### config.mk
export PLATFORM = sky130hd
export DESIGN_NAME = cbs_sequencer
export DESIGN_NICKNAME = d
export VERILOG_FILES = /design/src/cbs_pkg.sv /design/src/cbs_opcode_decode.sv /design/src/cbs_stack_frame.sv /design/src/cbs_sequencer.sv
export SDC_FILE = /design/constraint.sdc
export NUM_CORES = 1
export LEC_CHECK = 0
export ABC_CLOCK_PERIOD_IN_PS = 6800
export BUFFER_PORTS_ARGS = -buffer_cell sky130_fd_sc_hd__buf_2
export CAP_MARGIN = 15
export CORE_ASPECT_RATIO = 1.75
export CORE_MARGIN = 1
export CORE_UTILIZATION = 44
export DETAILED_ROUTE_END_ITERATION = 16
export PLACE_DENSITY = 0.73
export SKIP_LAST_GASP = 1
export SLEW_MARGIN = 5
export SYNTH_ARGS = -nofsm -noshare
export SYNTH_HDL_FRONTEND = slang
export SYNTH_HIERARCHICAL = 1
export SYNTH_SLANG_ARGS = --single-unit
### constraint.sdc
create_clock -name clk -period 6.8 [get_ports clk]
set_clock_uncertainty 0.1 [all_clocks]
set_input_delay 0.68 -clock clk [delete_from_list [all_inputs] [get_ports clk]]
set_output_delay 0.68 -clock clk [all_outputs]
set_load 0.02 [all_outputs]
### src/cbs_pkg.sv
// Purpose: shared constants, types and helpers of the bus cycle sequencer
// Assumes: one bus cycle per clk, read/write high means read
// Notes: opcode encodings below cover only the instructions this block sequences
package cbs_pkg;
  // ---------------------------------------------------------------
  // opcodes
  // ---------------------------------------------------------------
  localparam logic [7:0] OP_TEST = 8'h00;
  localparam logic [7:0] OP_INTEGER_DIVIDE_INSTR = 8'h02;
  localparam logic [7:0] OP_FRACTIONAL_DIVIDE_INSTR = 8'h03;
  localparam logic [7:0] OP_WAI = 8'h3E;
  localparam logic [7:0] PFX_Y = 8'h18;
  localparam logic [7:0] PFX_D = 8'h1A;
  localparam logic [7:0] PFX_DY = 8'hCD;
  localparam logic [7:0] OP_LDD = 8'hCC;
  localparam logic [7:0] OP_LDS = 8'h8E;
  localparam logic [7:0] OP_LDX = 8'hCE;
  localparam logic [7:0] OP_ADD_DOUBLE_ACC = 8'hC3;
  localparam logic [7:0] OP_CPX = 8'h8C;
  localparam logic [7:0] OP_SUBTRACT_DOUBLE_ACC = 8'h83;
  localparam logic [7:0] OP2_LDY = 8'hEC;
  localparam logic [7:0] OP2_CPY = 8'h8C;
  localparam logic [7:0] OP2_CPD = 8'h83;
  localparam logic [3:0] IMM8_HI_A = 4'h8;
  localparam logic [3:0] IMM8_HI_B = 4'hC;
  localparam logic [15:0] IMM8_LO_MASK = 16'h0F77;
  localparam logic [15:0] ILL_LO_MASK_45 = 16'h4826;
  localparam logic [15:0] ILL_LO_MASK_67 = 16'h0826;
  // ---------------------------------------------------------------
  // addresses and counts
  // ---------------------------------------------------------------
  localparam logic [15:0] DUMMY_ADDR = 16'hFFFF;
  localparam logic [3:0] STACK_LAST = 4'h8;
  localparam logic [5:0] DIV_IDLE = 6'h27;
  localparam logic [5:0] ONE_IDLE = 6'h01;
  // ---------------------------------------------------------------
  // types
  // ---------------------------------------------------------------
  typedef enum logic [3:0] {
    CLS_OTHER, CLS_WAI, CLS_DIV, CLS_ILL, CLS_TEST, CLS_IMM8,
    CLS_LD16, CLS_AR16, CLS_LDY, CLS_CP16, CLS_PFX
  } cbs_class_t;
  typedef enum logic [3:0] {
    ST_FETCH, ST_FETCH2, ST_SKIP, ST_OPHI, ST_OPLO, ST_IDLE, ST_PUSH,
    ST_PUSHIDLE, ST_WAIT, ST_VECHI, ST_VECLO, ST_TEST
  } cbs_state_t;
  typedef struct packed {
    logic [15:0] addr;
    logic rw;
    logic [7:0] dout;
    logic doe;
  } cbs_bus_t;
  typedef struct packed {
    logic [7:0] acc_a;
    logic [7:0] acc_b;
    logic [7:0] ccr;
    logic [15:0] index_x;
    logic [15:0] index_y;
    logic [15:0] sp;
  } cbs_regs_t;

  function automatic logic [15:0] stack_addr(input logic [15:0] sp, input logic [3:0] idx);
    stack_addr = sp - {12'h000, idx};
  endfunction : stack_addr
endpackage : cbs_pkg

### src/cbs_opcode_decode.sv
// Purpose: classify a fetched byte into the sequence it starts
// Assumes: paged is high when the byte follows a page prefix
// Notes: purely combinational
`timescale 1ns/1ps
`default_nettype none
module cbs_opcode_decode (
  input wire logic paged,
  input wire logic [7:0] pfx,
  input wire logic [7:0] op,
  output cbs_pkg::cbs_class_t cls
);
  // ---------------------------------------------------------------
  // helpers
  // ---------------------------------------------------------------
  function automatic logic is_illegal(input logic [7:0] b);
    logic [15:0] mask;
    mask = 16'h0000;
    case (b[7:4])
      4'h4, 4'h5: mask = cbs_pkg::ILL_LO_MASK_45;
      4'h6, 4'h7: mask = cbs_pkg::ILL_LO_MASK_67;
      default: mask = 16'h0000;
    endcase
    is_illegal = mask[b[3:0]];
  endfunction : is_illegal

  function automatic logic is_prefix(input logic [7:0] b);
    is_prefix = (b == cbs_pkg::PFX_Y) || (b == cbs_pkg::PFX_D) || (b == cbs_pkg::PFX_DY);
  endfunction : is_prefix

  logic imm8;
  assign imm8 = ((op[7:4] == cbs_pkg::IMM8_HI_A) || (op[7:4] == cbs_pkg::IMM8_HI_B))
                && cbs_pkg::IMM8_LO_MASK[op[3:0]];

  // ---------------------------------------------------------------
  // classification
  // ---------------------------------------------------------------
  always_comb begin
    cls = cbs_pkg::CLS_OTHER;
    if (!paged) begin
      if (op == cbs_pkg::OP_WAI) cls = cbs_pkg::CLS_WAI;
      else if (op == cbs_pkg::OP_INTEGER_DIVIDE_INSTR || op == cbs_pkg::OP_FRACTIONAL_DIVIDE_INSTR) cls = cbs_pkg::CLS_DIV;
      else if (op == cbs_pkg::OP_TEST) cls = cbs_pkg::CLS_TEST;
      else if (is_prefix(op)) cls = cbs_pkg::CLS_PFX;
      else if (op == cbs_pkg::OP_LDD || op == cbs_pkg::OP_LDS || op == cbs_pkg::OP_LDX)
        cls = cbs_pkg::CLS_LD16;
      else if (op == cbs_pkg::OP_ADD_DOUBLE_ACC || op == cbs_pkg::OP_CPX || op == cbs_pkg::OP_SUBTRACT_DOUBLE_ACC)
        cls = cbs_pkg::CLS_AR16;
      else if (imm8) cls = cbs_pkg::CLS_IMM8;
      else if (is_illegal(op)) cls = cbs_pkg::CLS_ILL;
    end else begin
      if (pfx == cbs_pkg::PFX_Y && op == cbs_pkg::OP2_LDY) cls = cbs_pkg::CLS_LDY;
      else if ((pfx == cbs_pkg::PFX_Y && op == cbs_pkg::OP2_CPY)
               || (pfx == cbs_pkg::PFX_D && op == cbs_pkg::OP2_CPD)) cls = cbs_pkg::CLS_CP16;
      else if (is_illegal(op) || is_prefix(op)) cls = cbs_pkg::CLS_ILL;
    end
  end
endmodule : cbs_opcode_decode
`default_nettype wire

### src/cbs_stack_frame.sv
// Purpose: address and byte of one push of the interrupt frame
// Assumes: idx counts pushes from 0 to 8
// Notes: purely combinational
`timescale 1ns/1ps
`default_nettype none
module cbs_stack_frame (
  input wire logic [3:0] idx,
  input wire cbs_pkg::cbs_regs_t regs,
  input wire logic [15:0] ret,
  output logic [15:0] addr,
  output logic [7:0] data
);
  assign addr = cbs_pkg::stack_addr(regs.sp, idx);

  // push order: return, Y, X low byte first, then A, B, CCR
  always_comb begin
    case (idx)
      4'h0: data = ret[7:0];
      4'h1: data = ret[15:8];
      4'h2: data = regs.index_y[7:0];
      4'h3: data = regs.index_y[15:8];
      4'h4: data = regs.index_x[7:0];
      4'h5: data = regs.index_x[15:8];
      4'h6: data = regs.acc_a;
      4'h7: data = regs.acc_b;
      default: data = regs.ccr;
    endcase
  end
endmodule : cbs_stack_frame
`default_nettype wire

### src/cbs_sequencer.sv
// Purpose: cycle by cycle address, read/write and data of the sequenced instructions
// Assumes: memory answers a read within the same cycle; core registers are stable inputs
// Notes: bytes this block does not sequence are handed off with a one-cycle pulse
`timescale 1ns/1ps
`default_nettype none
module cbs_sequencer #(
  parameter logic [15:0] START_ADDR = 16'h0000,
  parameter logic [15:0] VEC_IRQ = 16'hFFF2,
  parameter logic [15:0] VEC_ILLEGAL = 16'hFFF8
) (
  input wire logic clk,
  input wire logic rst_b,
  input wire logic [7:0] data_in,
  input wire cbs_pkg::cbs_regs_t regs,
  input wire logic irq_req,
  output cbs_pkg::cbs_bus_t bus,
  output logic [15:0] operand,
  output logic operand_valid,
  output logic [7:0] opcode,
  output logic handoff
);
  // ---------------------------------------------------------------
  // state
  // ---------------------------------------------------------------
  cbs_pkg::cbs_state_t state, next_state;
  cbs_pkg::cbs_bus_t next_bus;
  cbs_pkg::cbs_class_t cls, dec_cls;
  logic [7:0] pfx;
  logic [15:0] resume;
  logic [15:0] ret_addr;
  logic [5:0] cnt, next_cnt;
  logic [3:0] idx, next_idx;
  logic [7:0] vec_hi;
  logic test_rep;
  logic irq_meta, irq_sync;
  logic [15:0] seq_addr;
  logic [15:0] frame_addr;
  logic [7:0] frame_data;
  logic [15:0] ret_src;
  logic fetching;

  assign fetching = (state == cbs_pkg::ST_FETCH) || (state == cbs_pkg::ST_FETCH2);
  assign seq_addr = bus.addr + 16'h0001;
  assign ret_src = (state == cbs_pkg::ST_SKIP) ? bus.addr : ret_addr;

  cbs_opcode_decode u_decode (
    .paged(state == cbs_pkg::ST_FETCH2),
    .pfx(pfx),
    .op(data_in),
    .cls(dec_cls)
  );

  cbs_stack_frame u_frame (
    .idx(next_idx),
    .regs(regs),
    .ret(ret_src),
    .addr(frame_addr),
    .data(frame_data)
  );

  // ---------------------------------------------------------------
  // interrupt request synchroniser
  // ---------------------------------------------------------------
  // request comes from outside this clock's logic, so two flops first
  always_ff @(posedge clk or negedge rst_b) begin
    if (!rst_b) begin
      irq_meta <= 1'b0;
      irq_sync <= 1'b0;
    end else begin
      irq_meta <= irq_req;
      irq_sync <= irq_meta;
    end
  end

  // ---------------------------------------------------------------
  // next bus cycle
  // ---------------------------------------------------------------
  always_comb begin
    next_state = state;
    next_bus.addr = seq_addr;
    next_bus.rw = 1'b1;
    next_bus.dout = 8'h00;
    next_bus.doe = 1'b0;
    next_cnt = cnt;
    next_idx = 4'h0;
    case (state)
      cbs_pkg::ST_FETCH, cbs_pkg::ST_FETCH2: begin
        case (dec_cls)
          cbs_pkg::CLS_PFX: next_state = cbs_pkg::ST_FETCH2;
          cbs_pkg::CLS_WAI, cbs_pkg::CLS_DIV, cbs_pkg::CLS_ILL: begin
            next_state = cbs_pkg::ST_SKIP;
          end
          cbs_pkg::CLS_TEST: next_state = cbs_pkg::ST_TEST;
          cbs_pkg::CLS_IMM8: next_state = cbs_pkg::ST_OPLO;
          cbs_pkg::CLS_LD16, cbs_pkg::CLS_AR16: next_state = cbs_pkg::ST_OPHI;
          cbs_pkg::CLS_LDY, cbs_pkg::CLS_CP16: next_state = cbs_pkg::ST_OPHI;
          default: next_state = cbs_pkg::ST_FETCH;
        endcase
      end
      cbs_pkg::ST_SKIP: begin
        if (cls == cbs_pkg::CLS_WAI) begin
          next_state = cbs_pkg::ST_PUSH;
          next_bus.addr = frame_addr;
          next_bus.rw = 1'b0;
          next_bus.dout = frame_data;
          next_bus.doe = 1'b1;
        end else begin
          next_state = cbs_pkg::ST_IDLE;
          next_bus.addr = cbs_pkg::DUMMY_ADDR;
          // divide idles 39 cycles, a trap only one
          next_cnt = (cls == cbs_pkg::CLS_DIV) ? cbs_pkg::DIV_IDLE : cbs_pkg::ONE_IDLE;
        end
      end
      cbs_pkg::ST_IDLE: begin
        next_bus.addr = cbs_pkg::DUMMY_ADDR;
        next_cnt = cnt - 6'h01;
        if (cnt == cbs_pkg::ONE_IDLE) begin
          if (cls == cbs_pkg::CLS_ILL) begin
            next_state = cbs_pkg::ST_PUSH;
            next_bus.addr = frame_addr;
            next_bus.rw = 1'b0;
            next_bus.dout = frame_data;
            next_bus.doe = 1'b1;
          end else begin
            next_state = cbs_pkg::ST_FETCH;
            next_bus.addr = resume;
          end
        end
      end
      cbs_pkg::ST_OPHI: next_state = cbs_pkg::ST_OPLO;
      cbs_pkg::ST_OPLO: begin
        if (cls == cbs_pkg::CLS_AR16 || cls == cbs_pkg::CLS_CP16) begin
          next_state = cbs_pkg::ST_IDLE;
          next_bus.addr = cbs_pkg::DUMMY_ADDR;
          next_cnt = cbs_pkg::ONE_IDLE;
        end else begin
          next_state = cbs_pkg::ST_FETCH;
        end
      end
      cbs_pkg::ST_PUSH: begin
        if (idx == cbs_pkg::STACK_LAST) begin
          next_bus.addr = cbs_pkg::stack_addr(regs.sp, cbs_pkg::STACK_LAST);
          next_state = (cls == cbs_pkg::CLS_WAI) ? cbs_pkg::ST_WAIT : cbs_pkg::ST_PUSHIDLE;
        end else begin
          next_idx = idx + 4'h1;
          next_bus.addr = frame_addr;
          next_bus.rw = 1'b0;
          next_bus.dout = frame_data;
          next_bus.doe = 1'b1;
        end
      end
      cbs_pkg::ST_WAIT: begin
        next_bus.addr = bus.addr;
        if (irq_sync) begin
          next_state = cbs_pkg::ST_VECHI;
          next_bus.addr = VEC_IRQ;
        end
      end
      cbs_pkg::ST_PUSHIDLE: begin
        next_state = cbs_pkg::ST_VECHI;
        next_bus.addr = VEC_ILLEGAL;
      end
      cbs_pkg::ST_VECHI: next_state = cbs_pkg::ST_VECLO;
      cbs_pkg::ST_VECLO: begin
        next_state = cbs_pkg::ST_FETCH;
        next_bus.addr = {vec_hi, data_in};
      end
      cbs_pkg::ST_TEST: begin
        // only the reset leaves this loop
        next_bus.addr = test_rep ? bus.addr : seq_addr;
      end
      default: begin
        next_state = cbs_pkg::ST_FETCH;
        next_bus.addr = START_ADDR;
      end
    endcase
  end

  // ---------------------------------------------------------------
  // sequencing registers
  // ---------------------------------------------------------------
  always_ff @(posedge clk or negedge rst_b) begin
    if (!rst_b) begin
      state <= cbs_pkg::ST_FETCH;
      bus <= '{addr: START_ADDR, rw: 1'b1, dout: 8'h00, doe: 1'b0};
      cnt <= 6'h00;
      idx <= 4'h0;
    end else begin
      state <= next_state;
      bus <= next_bus;
      cnt <= next_cnt;
      idx <= next_idx;
    end
  end

  always_ff @(posedge clk or negedge rst_b) begin
    if (!rst_b) begin
      cls <= cbs_pkg::CLS_OTHER;
      pfx <= 8'h00;
      test_rep <= 1'b0;
    end else begin
      test_rep <= fetching && (dec_cls == cbs_pkg::CLS_TEST);
      if (fetching) begin
        cls <= dec_cls;
        if (state == cbs_pkg::ST_FETCH) pfx <= data_in;
      end
    end
  end

  always_ff @(posedge clk or negedge rst_b) begin
    if (!rst_b) begin
      resume <= 16'h0000;
      ret_addr <= 16'h0000;
      vec_hi <= 8'h00;
    end else begin
      // skip address is the byte after the instruction
      if (state == cbs_pkg::ST_SKIP) begin
        resume <= bus.addr;
        ret_addr <= bus.addr;
      end
      if (state == cbs_pkg::ST_OPLO) resume <= seq_addr;
      if (state == cbs_pkg::ST_VECHI) vec_hi <= data_in;
    end
  end

  // ---------------------------------------------------------------
  // results towards the core
  // ---------------------------------------------------------------
  always_ff @(posedge clk or negedge rst_b) begin
    if (!rst_b) begin
      operand <= 16'h0000;
      operand_valid <= 1'b0;
      opcode <= 8'h00;
      handoff <= 1'b0;
    end else begin
      operand_valid <= (state == cbs_pkg::ST_OPLO);
      handoff <= fetching && (dec_cls == cbs_pkg::CLS_OTHER);
      if (fetching) opcode <= data_in;
      if (fetching) operand <= 16'h0000;
      if (state == cbs_pkg::ST_OPHI) operand[15:8] <= data_in;
      if (state == cbs_pkg::ST_OPLO) operand[7:0] <= data_in;
    end
  end
endmodule : cbs_sequencer
`default_nettype wire

==> qor.csv, run 1 <==
metric;value;unit
synth_cell_type_count;81;
clkLatencyLatePin;0.43;ns
cts.clk_slew.worst_paths;0.06;ns
area_delta_synth_final;18.2;%
wl;25300;µm
relSlewSlack;16.8;%
drc;0;
period_needed;4.71;ns
worst_setup_path_start_kind;flip-flop;
cp.arrival;4.88;ns
num_vias;7456;
fmax;0.212;GHz
cts-resized-gates;0;
start_util;44.9;%
synth_top_cell_by_area;dfrtp_1;
synthCells;846;
ctsHoldBuffers;0;
ys_seq_area_share;38.7;%
cts_max_path_buffers;2;
synthArstFlopShare;100;%
htreeDepth;4;
finish.net_count;1056;
slew_viol_final;0;
cp-end-kind;flip-flop;
ant_nets;0;
layout_worst_path_cycle_share;69.2;%
grt_antenna_before_repair;0;
numCtsBuffers;17;
cpMostUsedCell;buf_4;
crit_type;flip-flop to flip-flop;
fp.coreArea;17500;µm²
yosys_register_bits;121;
portBuffers;134;
worstMarginPinSlew;1.24;ns
place.gp.congestion;0.953;
cts_tree;yes;
grt_first_pass_wirelength;39400;µm
cts_sinks;121;
syn_avg_cell_area;9.26;µm²
wire_per_inst;21.0;µm
grt_pass1_vias;7286;
vias_per_cell;6.19;
diodes;0;
post_cts_buffers;0;
p_per_area;457;nW/µm²
dr.pass1.iters;6;
synth_top_cell_area_share;38.3;%
utilization;53.1;%
synth_edf_count;0;
rsz0062_at_grt;false;
maxCapViolCount;0;
dp_hpwl;18200;µm
crit_family;simple AND/OR/NAND/NOR gates;
cpPeakStageDelay;0.69;ns
fp-row-count;64;
track_usage;28.9;%
drtIter0Drc;638;
crit_slowest_cell;nor2_1;
tns;0;ns
fp.dieArea;18400;µm²
syn_nets;940;
leakagePower;4.08;nW
fillerInstances;1648;
die_w;103;µm
drive_gt1_share;25.7;%
die_h;179;µm
yosysWarnings;6;
overflow;0;
syn_area;7840;µm²
ioPinCount;135;
synthFlopType;dfrtp_1;
ys_top_cells_by_area;dfrtp_1, mux2_2, nand2_1, o21ai_0, mux4_2;
setup_viol;0;
grt_start_max_net_pins;76;
vdd_drop_max;0.000221;V
cp_max_fo;32;
crit_chain;buf_4 > nor4bb_1 > buf_4 > nand2_1 > nor2_1 > inv_1 > ha_1 > o21ai_1 > nand3_1 > xnor2_1 > mux2_2 > a222oi_1 > nor4b_1 > o221ai_1;
root_buffer;clkbuf_16;
cp_num_buf_inv;3;
finalHoldViolations;0;
hold_path.class;flip-flop to flip-flop;
required;6.98;ns
outcome;finished clean;
kinds of logic (layout without fill, tap and decap cells):
group | Yosys count | count (layout) | share of synthesized area (%)
xor+xnor | 29 | 29 | 3.24
fa+ha+maj | 11 | 11 | 1.85
simple gates | 310 | 310 | 21.4
compound gates | 243 | 243 | 22.3
buf+inv | 85 | 213 | 4.39
mux | 47 | 47 | 8.11
flops | 121 | 121 | 38.7
power breakdown:
part | total [W] | internal, W | switching, W
Combinational | 0.00210 | 0.000839 | 0.00126
Sequential | 0.00129 | 0.00102 | 0.000263
Clock | 0.000854 | 0.000501 | 0.000353
Total | 0.00424 | 0.00236 | 0.00187
per-layer routing:
metal	global-route usage [%]	share of wire, %	wire [µm]	vias to the layer above
li1	-	-	-	3417
met1	32.0	36	9190	3597
met5	0	0	0	-
met2	49.3	51	12900	342
met3	5.41	6.0	1530	100
met4	19.3	6.5	1640	0
worst reg2reg max path, stage by stage, from the launching register on:
cell      delay (ns)
dfrtp_1         0.35
buf_4           0.24
nor4bb_1        0.33
buf_4           0.22
nand2_1         0.20
nor2_1          0.69
inv_1           0.25
ha_1            0.37
o21ai_1         0.46
nand3_1         0.18
xnor2_1         0.18
mux2_2          0.27
a222oi_1        0.24
nor4b_1         0.33
o221ai_1        0.15
area by class of cell:
cell class	count	area, µm²	area share [%]
timing repair buffer	150	793	8.57
multi-input combinational	640	4480	48.4
sequential	121	3030	32.7
tap	231	289	3.12
clock inverter	14	126	1.36
inverter	32	120	1.30
clock buffer	17	425	4.59
synth_stat cells, drive strengths merged, types with 10 or more instances:
library cell  instances
and2                 19
xor2                 14
nand2                95
buf                  11
clkbuf               42
ha                   10
nor4                 14
o21ai                66
a22o                 16
or3                  12
nor3                 23
a211oi               10
mux2                 32
dfrtp               120
a21oi                41
nor2                 46
inv                  32
mux4                 10
o211ai               10
xnor2                15
nand3                24
nor2b                12
metrics by stage:
stage / hold slack [ns] / cells / worst slack [ns] / area, µm² / total power (W)
after floorplan: 0.231 / 846 / 2.90 / 7840 / 0.00271
final: 0.249 / 1205 / 2.09 / 9260 / 0.00424
after CTS: 0.247 / 1205 / 2.23 / 9260 / 0.00424
after global routing: 0.246 / 1205 / 1.77 / 9260 / 0.00452
after global placement: 0.232 / 1174 / 2.44 / 8710 / 0.00333
after detailed placement: 0.237 / 1174 / 2.27 / 8710 / 0.00337
sequential cells by signal, summed over array words and instances, names as in the netlist:
signal / flops
state: 4
ret_addr: 16
opcode: 8
operand: 16
cls: 4
pfx: 8
irq_meta: 1
vec_hi: 8
handoff: 1
irq_sync: 1
bus: 26
operand_valid: 1
idx: 4
cnt: 6
resume: 16
test_rep: 1
cells in the final DEF (no fill, tap or decap), types with 13 or more instances in the layout:
cell	synthesis	routed
buf_2	5	133
mux2_2	32	32
o21ai_0	60	60
dfrtp_1	120	120
xor2_1	14	14
nand3_1	24	24
buf_4	1	17
nor3_1	22	21
nor4_1	13	13
clkbuf_16	0	17
a22o_1	16	16
inv_1	31	31
and2_1	19	19
xnor2_1	15	15
a21oi_1	41	41
nand2_1	94	94
nor2_1	46	45
worst paths after layout:
check | to | startpoint | cells past startpoint | slack [ns]
max | bus[18] | state[0] | 14 | 2.09
min | irq_sync | irq_meta | 0 | 0.25
max reg2reg | bus[18] | state[0] | 14 | 2.09
min reg2reg | irq_sync | irq_meta | 0 | 0.25
max in group asynchronous | ret_addr[3] | rst_b | 2 | 5.10
min in group asynchronous | ret_addr[10] | rst_b | 1 | 0.29
Power figures use the tool's default switching activity.
==> inputs of run 2 (changes only) <==
ABC_CLOCK_PERIOD_IN_PS = 4750   (was 6800)
clock period = 4.75 ns   (was 6.8 ns; I/O delays follow)
==> run 2 against run 1 <==
Against the previous run:
- routed wire length is 0.72% lower
- flip-flop and latch count did not move
- non-clock buffer count grew 5
- critical path depth grew 2
- die area stayed put
- sequential power rose by 43%
- critical path type unchanged
- largest cell class unchanged
- largest power group unchanged
==> qor.csv, run 2 (synthesis gave the netlist of run 1 again) <==
metric;value;unit;change
overflow;0;;unchanged
fmax;0.246;GHz;+16%
grt_antenna_before_repair;1;;+1
top_register;bus;;
rsz0062_at_grt;false;;
crit_chain;nor4bb_1 > buf_4 > nand2_1 > nor2_1 > buf_4 > inv_1 > ha_1 > o21a_1 > o31a_1 > nor4b_1 > xor2_1 > inv_1 > o32a_1 > o32ai_1 > a211oi_1 > o211ai_1;;
cts_tree;yes;;
relSlewSlack;20.1;%;+3.3 points
final_common_cell;buf_2;;
cp.arrival;4.31;ns;-0.57 ns
cpPeakStageDelay;0.38;ns;-0.31 ns
finalHoldViolations;0;;unchanged
track_usage;28.7;%;-0.18 points
ant_nets;0;;unchanged
grt_start_max_net_pins;45;;-41%
largest_register_ffs;26;;unchanged
p_per_area;665;nW/µm²;+45%
die_h;179;µm;unchanged
drtIter0Drc;582;;-8.8%
setup_viol;0;;unchanged
layout_common_cells;buf_2, dfrtp_1, nand2_1, o21ai_0, nor2_1;;
finish.net_count;1061;;+0.47%
fp-row-count;64;;unchanged
outcome;finished clean;;
area_delta_synth_final;19.6;%;
cts.clk_slew.worst_paths;0.06;ns;about the same
drc;0;;unchanged
grt_pass1_vias;7361;;+1.0%
finalPower;0.00623;W;+47%
fillerInstances;1666;;+1.1%
period_needed;4.06;ns;-0.645 ns
fp.dieArea;18400;µm²;unchanged
diodes;0;;unchanged
vias_per_cell;6.12;;-1.1%
hold_path.class;input pin to flip-flop;;
grt_first_pass_wirelength;39200;µm;-0.63%
ioPinCount;135;;unchanged
wire_per_inst;20.7;µm;-1.2%
wl;25100;µm;-0.72%
crit_type;flip-flop to flip-flop;;
root_buffer;clkbuf_16;;
maxCapViolCount;0;;unchanged
cp-end-kind;flip-flop;;
ff_latch_area;3030;µm²;unchanged
multi_input_area;4480;µm²;unchanged
slew_viol_final;0;;unchanged
layout_worst_path_cycle_share;85.5;%;+16 points
whs;0.0449;ns;-0.204 ns
drive_gt1_share;25.9;%;+0.25 points
start_util;44.9;%;unchanged
die_w;103;µm;unchanged
crit_slowest_cell;dfrtp_1;;
numCtsBuffers;17;;unchanged
cts_max_path_buffers;2;;unchanged
r2r_slack;0.69;ns;-1.40 ns
portBuffers;134;;unchanged
cts-resized-gates;0;;unchanged
vdd_drop_max;0.000382;V;+73%
cts_sinks;121;;unchanged
worstMarginPinSlew;1.19;ns;-0.0491 ns
place.gp.congestion;0.959;;+0.60%
post_cts_buffers;0;;unchanged
required;5.00;ns;-1.98 ns
dp_hpwl;18300;µm;+0.46%
tns;0;ns;unchanged
clkLatencyLatePin;0.43;ns;about the same
fp.coreArea;17500;µm²;unchanged
worst_setup_path_start_kind;flip-flop;;
leakagePower;4.13;nW;+1.3%
cp_max_fo;20;;-38%
dr.pass1.iters;7;;+1
htreeDepth;4;;unchanged
ctsHoldBuffers;1;;+1
num_vias;7411;;-0.60%
==> run 2: changes by cell type in the layout (fill, tap and decap cells not counted) <==
cell           change
clkbuf_8           +2
clkinv_2           -3
inv_6              +1
buf_4              +4
clkbuf_1           +1
dlygate4sd3_1      +1
clkinv_4           -2
bufinv_16          +2
==> run 2: per-stage QoR <==
step                utilization [%]  std cells  area, µm²  worst slack [ns]
finish                         53.7       1211       9370             0.688
global route                   53.7       1211       9370             0.294
CTS                            53.7       1211       9370             0.724
detailed placement             50.1       1178       8740             0.758
global placement               50.1       1178       8740             0.894
floorplan                         -        846       7840             0.853
==> run 2: cell type report <==
cell class / instances / area share (%)
multi-input cells: 640 / 47.8
flip-flops and latches: 121 / 32.3
repair buffers: 155 / 8.89
clock buffers: 20 / 4.87
well taps: 231 / 3.08
clock inverters: 12 / 1.74
inverters: 32 / 1.28
==> run 2: power breakdown <==
group / internal, W / total [W] / switching (W)
Clock: 0.000859 / 0.00138 / 0.000521
Combinational: 0.00121 / 0.00300 / 0.00179
Sequential: 0.00147 / 0.00185 / 0.000387
==> run 2: final timing paths <==
path / start / endpoint / cells after the start
setup / recovery: state[3] / bus[21] / 16
hold / removal: irq_req / irq_meta / 1
setup reg to reg: state[3] / bus[21] / 16
hold reg to reg: irq_meta / irq_sync / 0
max in group asynchronous: rst_b / operand[9] / 3
min in group asynchronous: rst_b / bus[17] / 2
==> run 2: worst max-delay path, delay by kind of cell (launching register included) <==
kind	cells	cell delay, ns
adder cells (fa/ha/maj)	1	0.34
XOR/XNOR	1	0.27
AND/OR/NAND/NOR	4	1.02
flip-flops	1	0.38
buffers and inverters	4	0.69
AO/OA/AOI/OAI	6	1.18
==> run 2: routing by layer <==
metal / GRT usage, % / up-vias / share of wire, %
met2: 51.1 / 339 / 53
met4: 16.8 / 2 / 5.1
met1: 31.2 / 3560 / 37
li1: - / 3421 / -
met5: 0 / - / 0.040
met3: 4.90 / 89 / 5.3
==> inputs of run 3 (changes only) <==
PLACE_DENSITY = 0.64   (was 0.73)
==> run 3 against run 2 <==
Against the previous run:
- cell area about the same
- cell count down 0.17%
- flip-flop and latch count did not move
- non-clock buffer count fell by 2
- worst setup slack gained 0.11 ns
- first-iteration DRC count down 14%
- critical endpoint is now bus[18]
- largest cell class unchanged
- highest routed layer is now met4
==> qor.csv, run 3 (synthesis gave the netlist of run 1 again) <==
metric;value;unit;change
overflow;0;;unchanged
outcome;finished clean;;
htreeDepth;4;;unchanged
num_vias;7356;;-0.74%
crit_family;simple AND/OR/NAND/NOR gates;;
r2r_cells;15;;-1
numCtsBuffers;17;;unchanged
finish.net_count;1059;;-0.19%
slew_viol_final;0;;unchanged
wire_per_inst;20.7;µm;about the same
start_util;44.9;%;unchanged
fp.coreArea;17500;µm²;unchanged
holdPathStages;1;;unchanged
tns;0;ns;unchanged
drive_gt1_share;25.8;%;-0.15 points
hold_path.class;input pin to flip-flop;;
area_delta_synth_final;19.5;%;about the same
dr.pass1.iters;5;;-2
cpPeakStageDelay;0.54;ns;+0.16 ns
die_w;103;µm;unchanged
finalHoldViolations;0;;unchanged
crit_type;flip-flop to flip-flop;;
cp.depth;15;;-1
relSlewSlack;16.3;%;-3.8 points
fillerInstances;1658;;-0.48%
cts_sinks;121;;unchanged
final_common_cell;buf_2;;
ioPinCount;135;;unchanged
finalPower;0.00623;W;-0.10%
cts_tree;yes;;
place_ws;0.873;ns;+0.115 ns
root_buffer;clkbuf_16;;
setup_viol;0;;unchanged
top_register;bus;;
dp_hpwl;18400;µm;+0.38%
crit_slowest_cell;o21ai_1;;
clkLatencyLatePin;0.43;ns;about the same
required;4.93;ns;-0.07 ns
setup_slack;0.798;ns;+0.110 ns
track_usage;28.7;%;about the same
die_h;179;µm;unchanged
grt_pass1_vias;7292;;-0.94%
wl;25000;µm;-0.25%
rsz0062_at_grt;false;;
cts_max_path_buffers;2;;unchanged
multi_input_area;4480;µm²;unchanged
portBuffers;134;;unchanged
place.gp.congestion;0.963;;+0.38%
drc;0;;unchanged
post_cts_buffers;0;;unchanged
layout_worst_path_cycle_share;83.2;%;-2.3 points
worst_setup_path_start_kind;flip-flop;;
cts.clk_slew.worst_paths;0.05;ns;about the same
vdd_drop_max;0.000308;V;-19%
diodes;0;;unchanged
vias_per_cell;6.08;;-0.58%
crit_chain;inv_1 > ha_1 > nand3b_1 > nand2_1 > nor2_1 > inv_1 > ha_1 > nor2b_1 > o21ai_1 > nand3_1 > xnor2_1 > mux2_2 > a222oi_1 > nor4b_1 > o221ai_1;;
worstMarginPinSlew;1.25;ns;+0.0564 ns
ff_latch_area;3030;µm²;unchanged
period_needed;3.95;ns;-0.110 ns
grt_antenna_before_repair;0;;-1
cp_num_buf_inv;2;;-2
fp-row-count;64;;unchanged
ant_nets;0;;unchanged
cp.arrival;4.13;ns;-0.18 ns
p_per_area;665;nW/µm²;about the same
layout_common_cells;buf_2, dfrtp_1, nand2_1, o21ai_0, nor2_1;;
drtIter0Drc;500;;-14%
largest_register_ffs;26;;unchanged
fmax;0.253;GHz;+2.8%
grt_start_max_net_pins;57;;+27%
grt_first_pass_wirelength;39500;µm;+0.76%
leakagePower;4.13;nW;about the same
cp-end-kind;flip-flop;;
maxCapViolCount;0;;unchanged
fp.dieArea;18400;µm²;unchanged
cp_max_fo;7;;-65%
run 3: per-layer routing:
| layer | wire length [µm] | vias up | part of all wire (%) | track usage [%] |
|---|---|---|---|---|
| met1 | 9430 | 3558 | 38 | 31.8 |
| met2 | 12900 | 304 | 52 | 50.0 |
| met3 | 1350 | 73 | 5.4 | 4.66 |
| met4 | 1290 | 0 | 5.2 | 18.1 |
| li1 | - | 3421 | - | - |
| met5 | 0 | - | 0 | 0 |
run 3: area by class of cell:
class                   count  share of cell area, %
repair buffers            153                   8.74
multi-input cells         640                   47.8
flip-flops and latches    121                   32.3
inverters                  32                   1.28
clock buffers              20                   4.88
clock inverters            12                   1.84
well taps                 231                   3.09
run 3: final timing paths:
| kind | from | endpoint | slack (ns) |
|---|---|---|---|
| max reg2reg | idx[0] | bus[18] | 0.80 |
| min | irq_req | irq_meta | 0.06 |
| max | idx[0] | bus[18] | 0.80 |
| min in group asynchronous | rst_b | bus[0] | 0.39 |
| max in group asynchronous | rst_b | operand[7] | 3.13 |
| min reg2reg | irq_meta | irq_sync | 0.26 |
run 3: where the power goes:
| group | switching (W) | leakage, nW | total, W | internal (W) |
|---|---|---|---|---|
| Sequential | 0.000382 | 1.53 | 0.00185 | 0.00147 |
| Clock | 0.000484 | 0.306 | 0.00139 | 0.000902 |
| Combinational | 0.00179 | 2.30 | 0.00299 | 0.00120 |
| Total | 0.00266 | 4.13 | 0.00623 | 0.00357 |
run 3: what timing repair did:
item / CTS / global route
endpoints found under the hold margin: 21 / 0
hold buffers: 1 / 0
gates resized for setup: 0 / 0
run 3: through the flow:
stage	cells	area (µm²)	hold slack (ns)	utilization, %
floorplan	846	7840	0.0794	-
global placement	1176	8720	0.240	50.0
detailed placement	1176	8720	0.248	50.0
CTS	1209	9360	0.0448	53.6
global route	1209	9360	0.0500	53.6
finish	1209	9360	0.0561	53.6
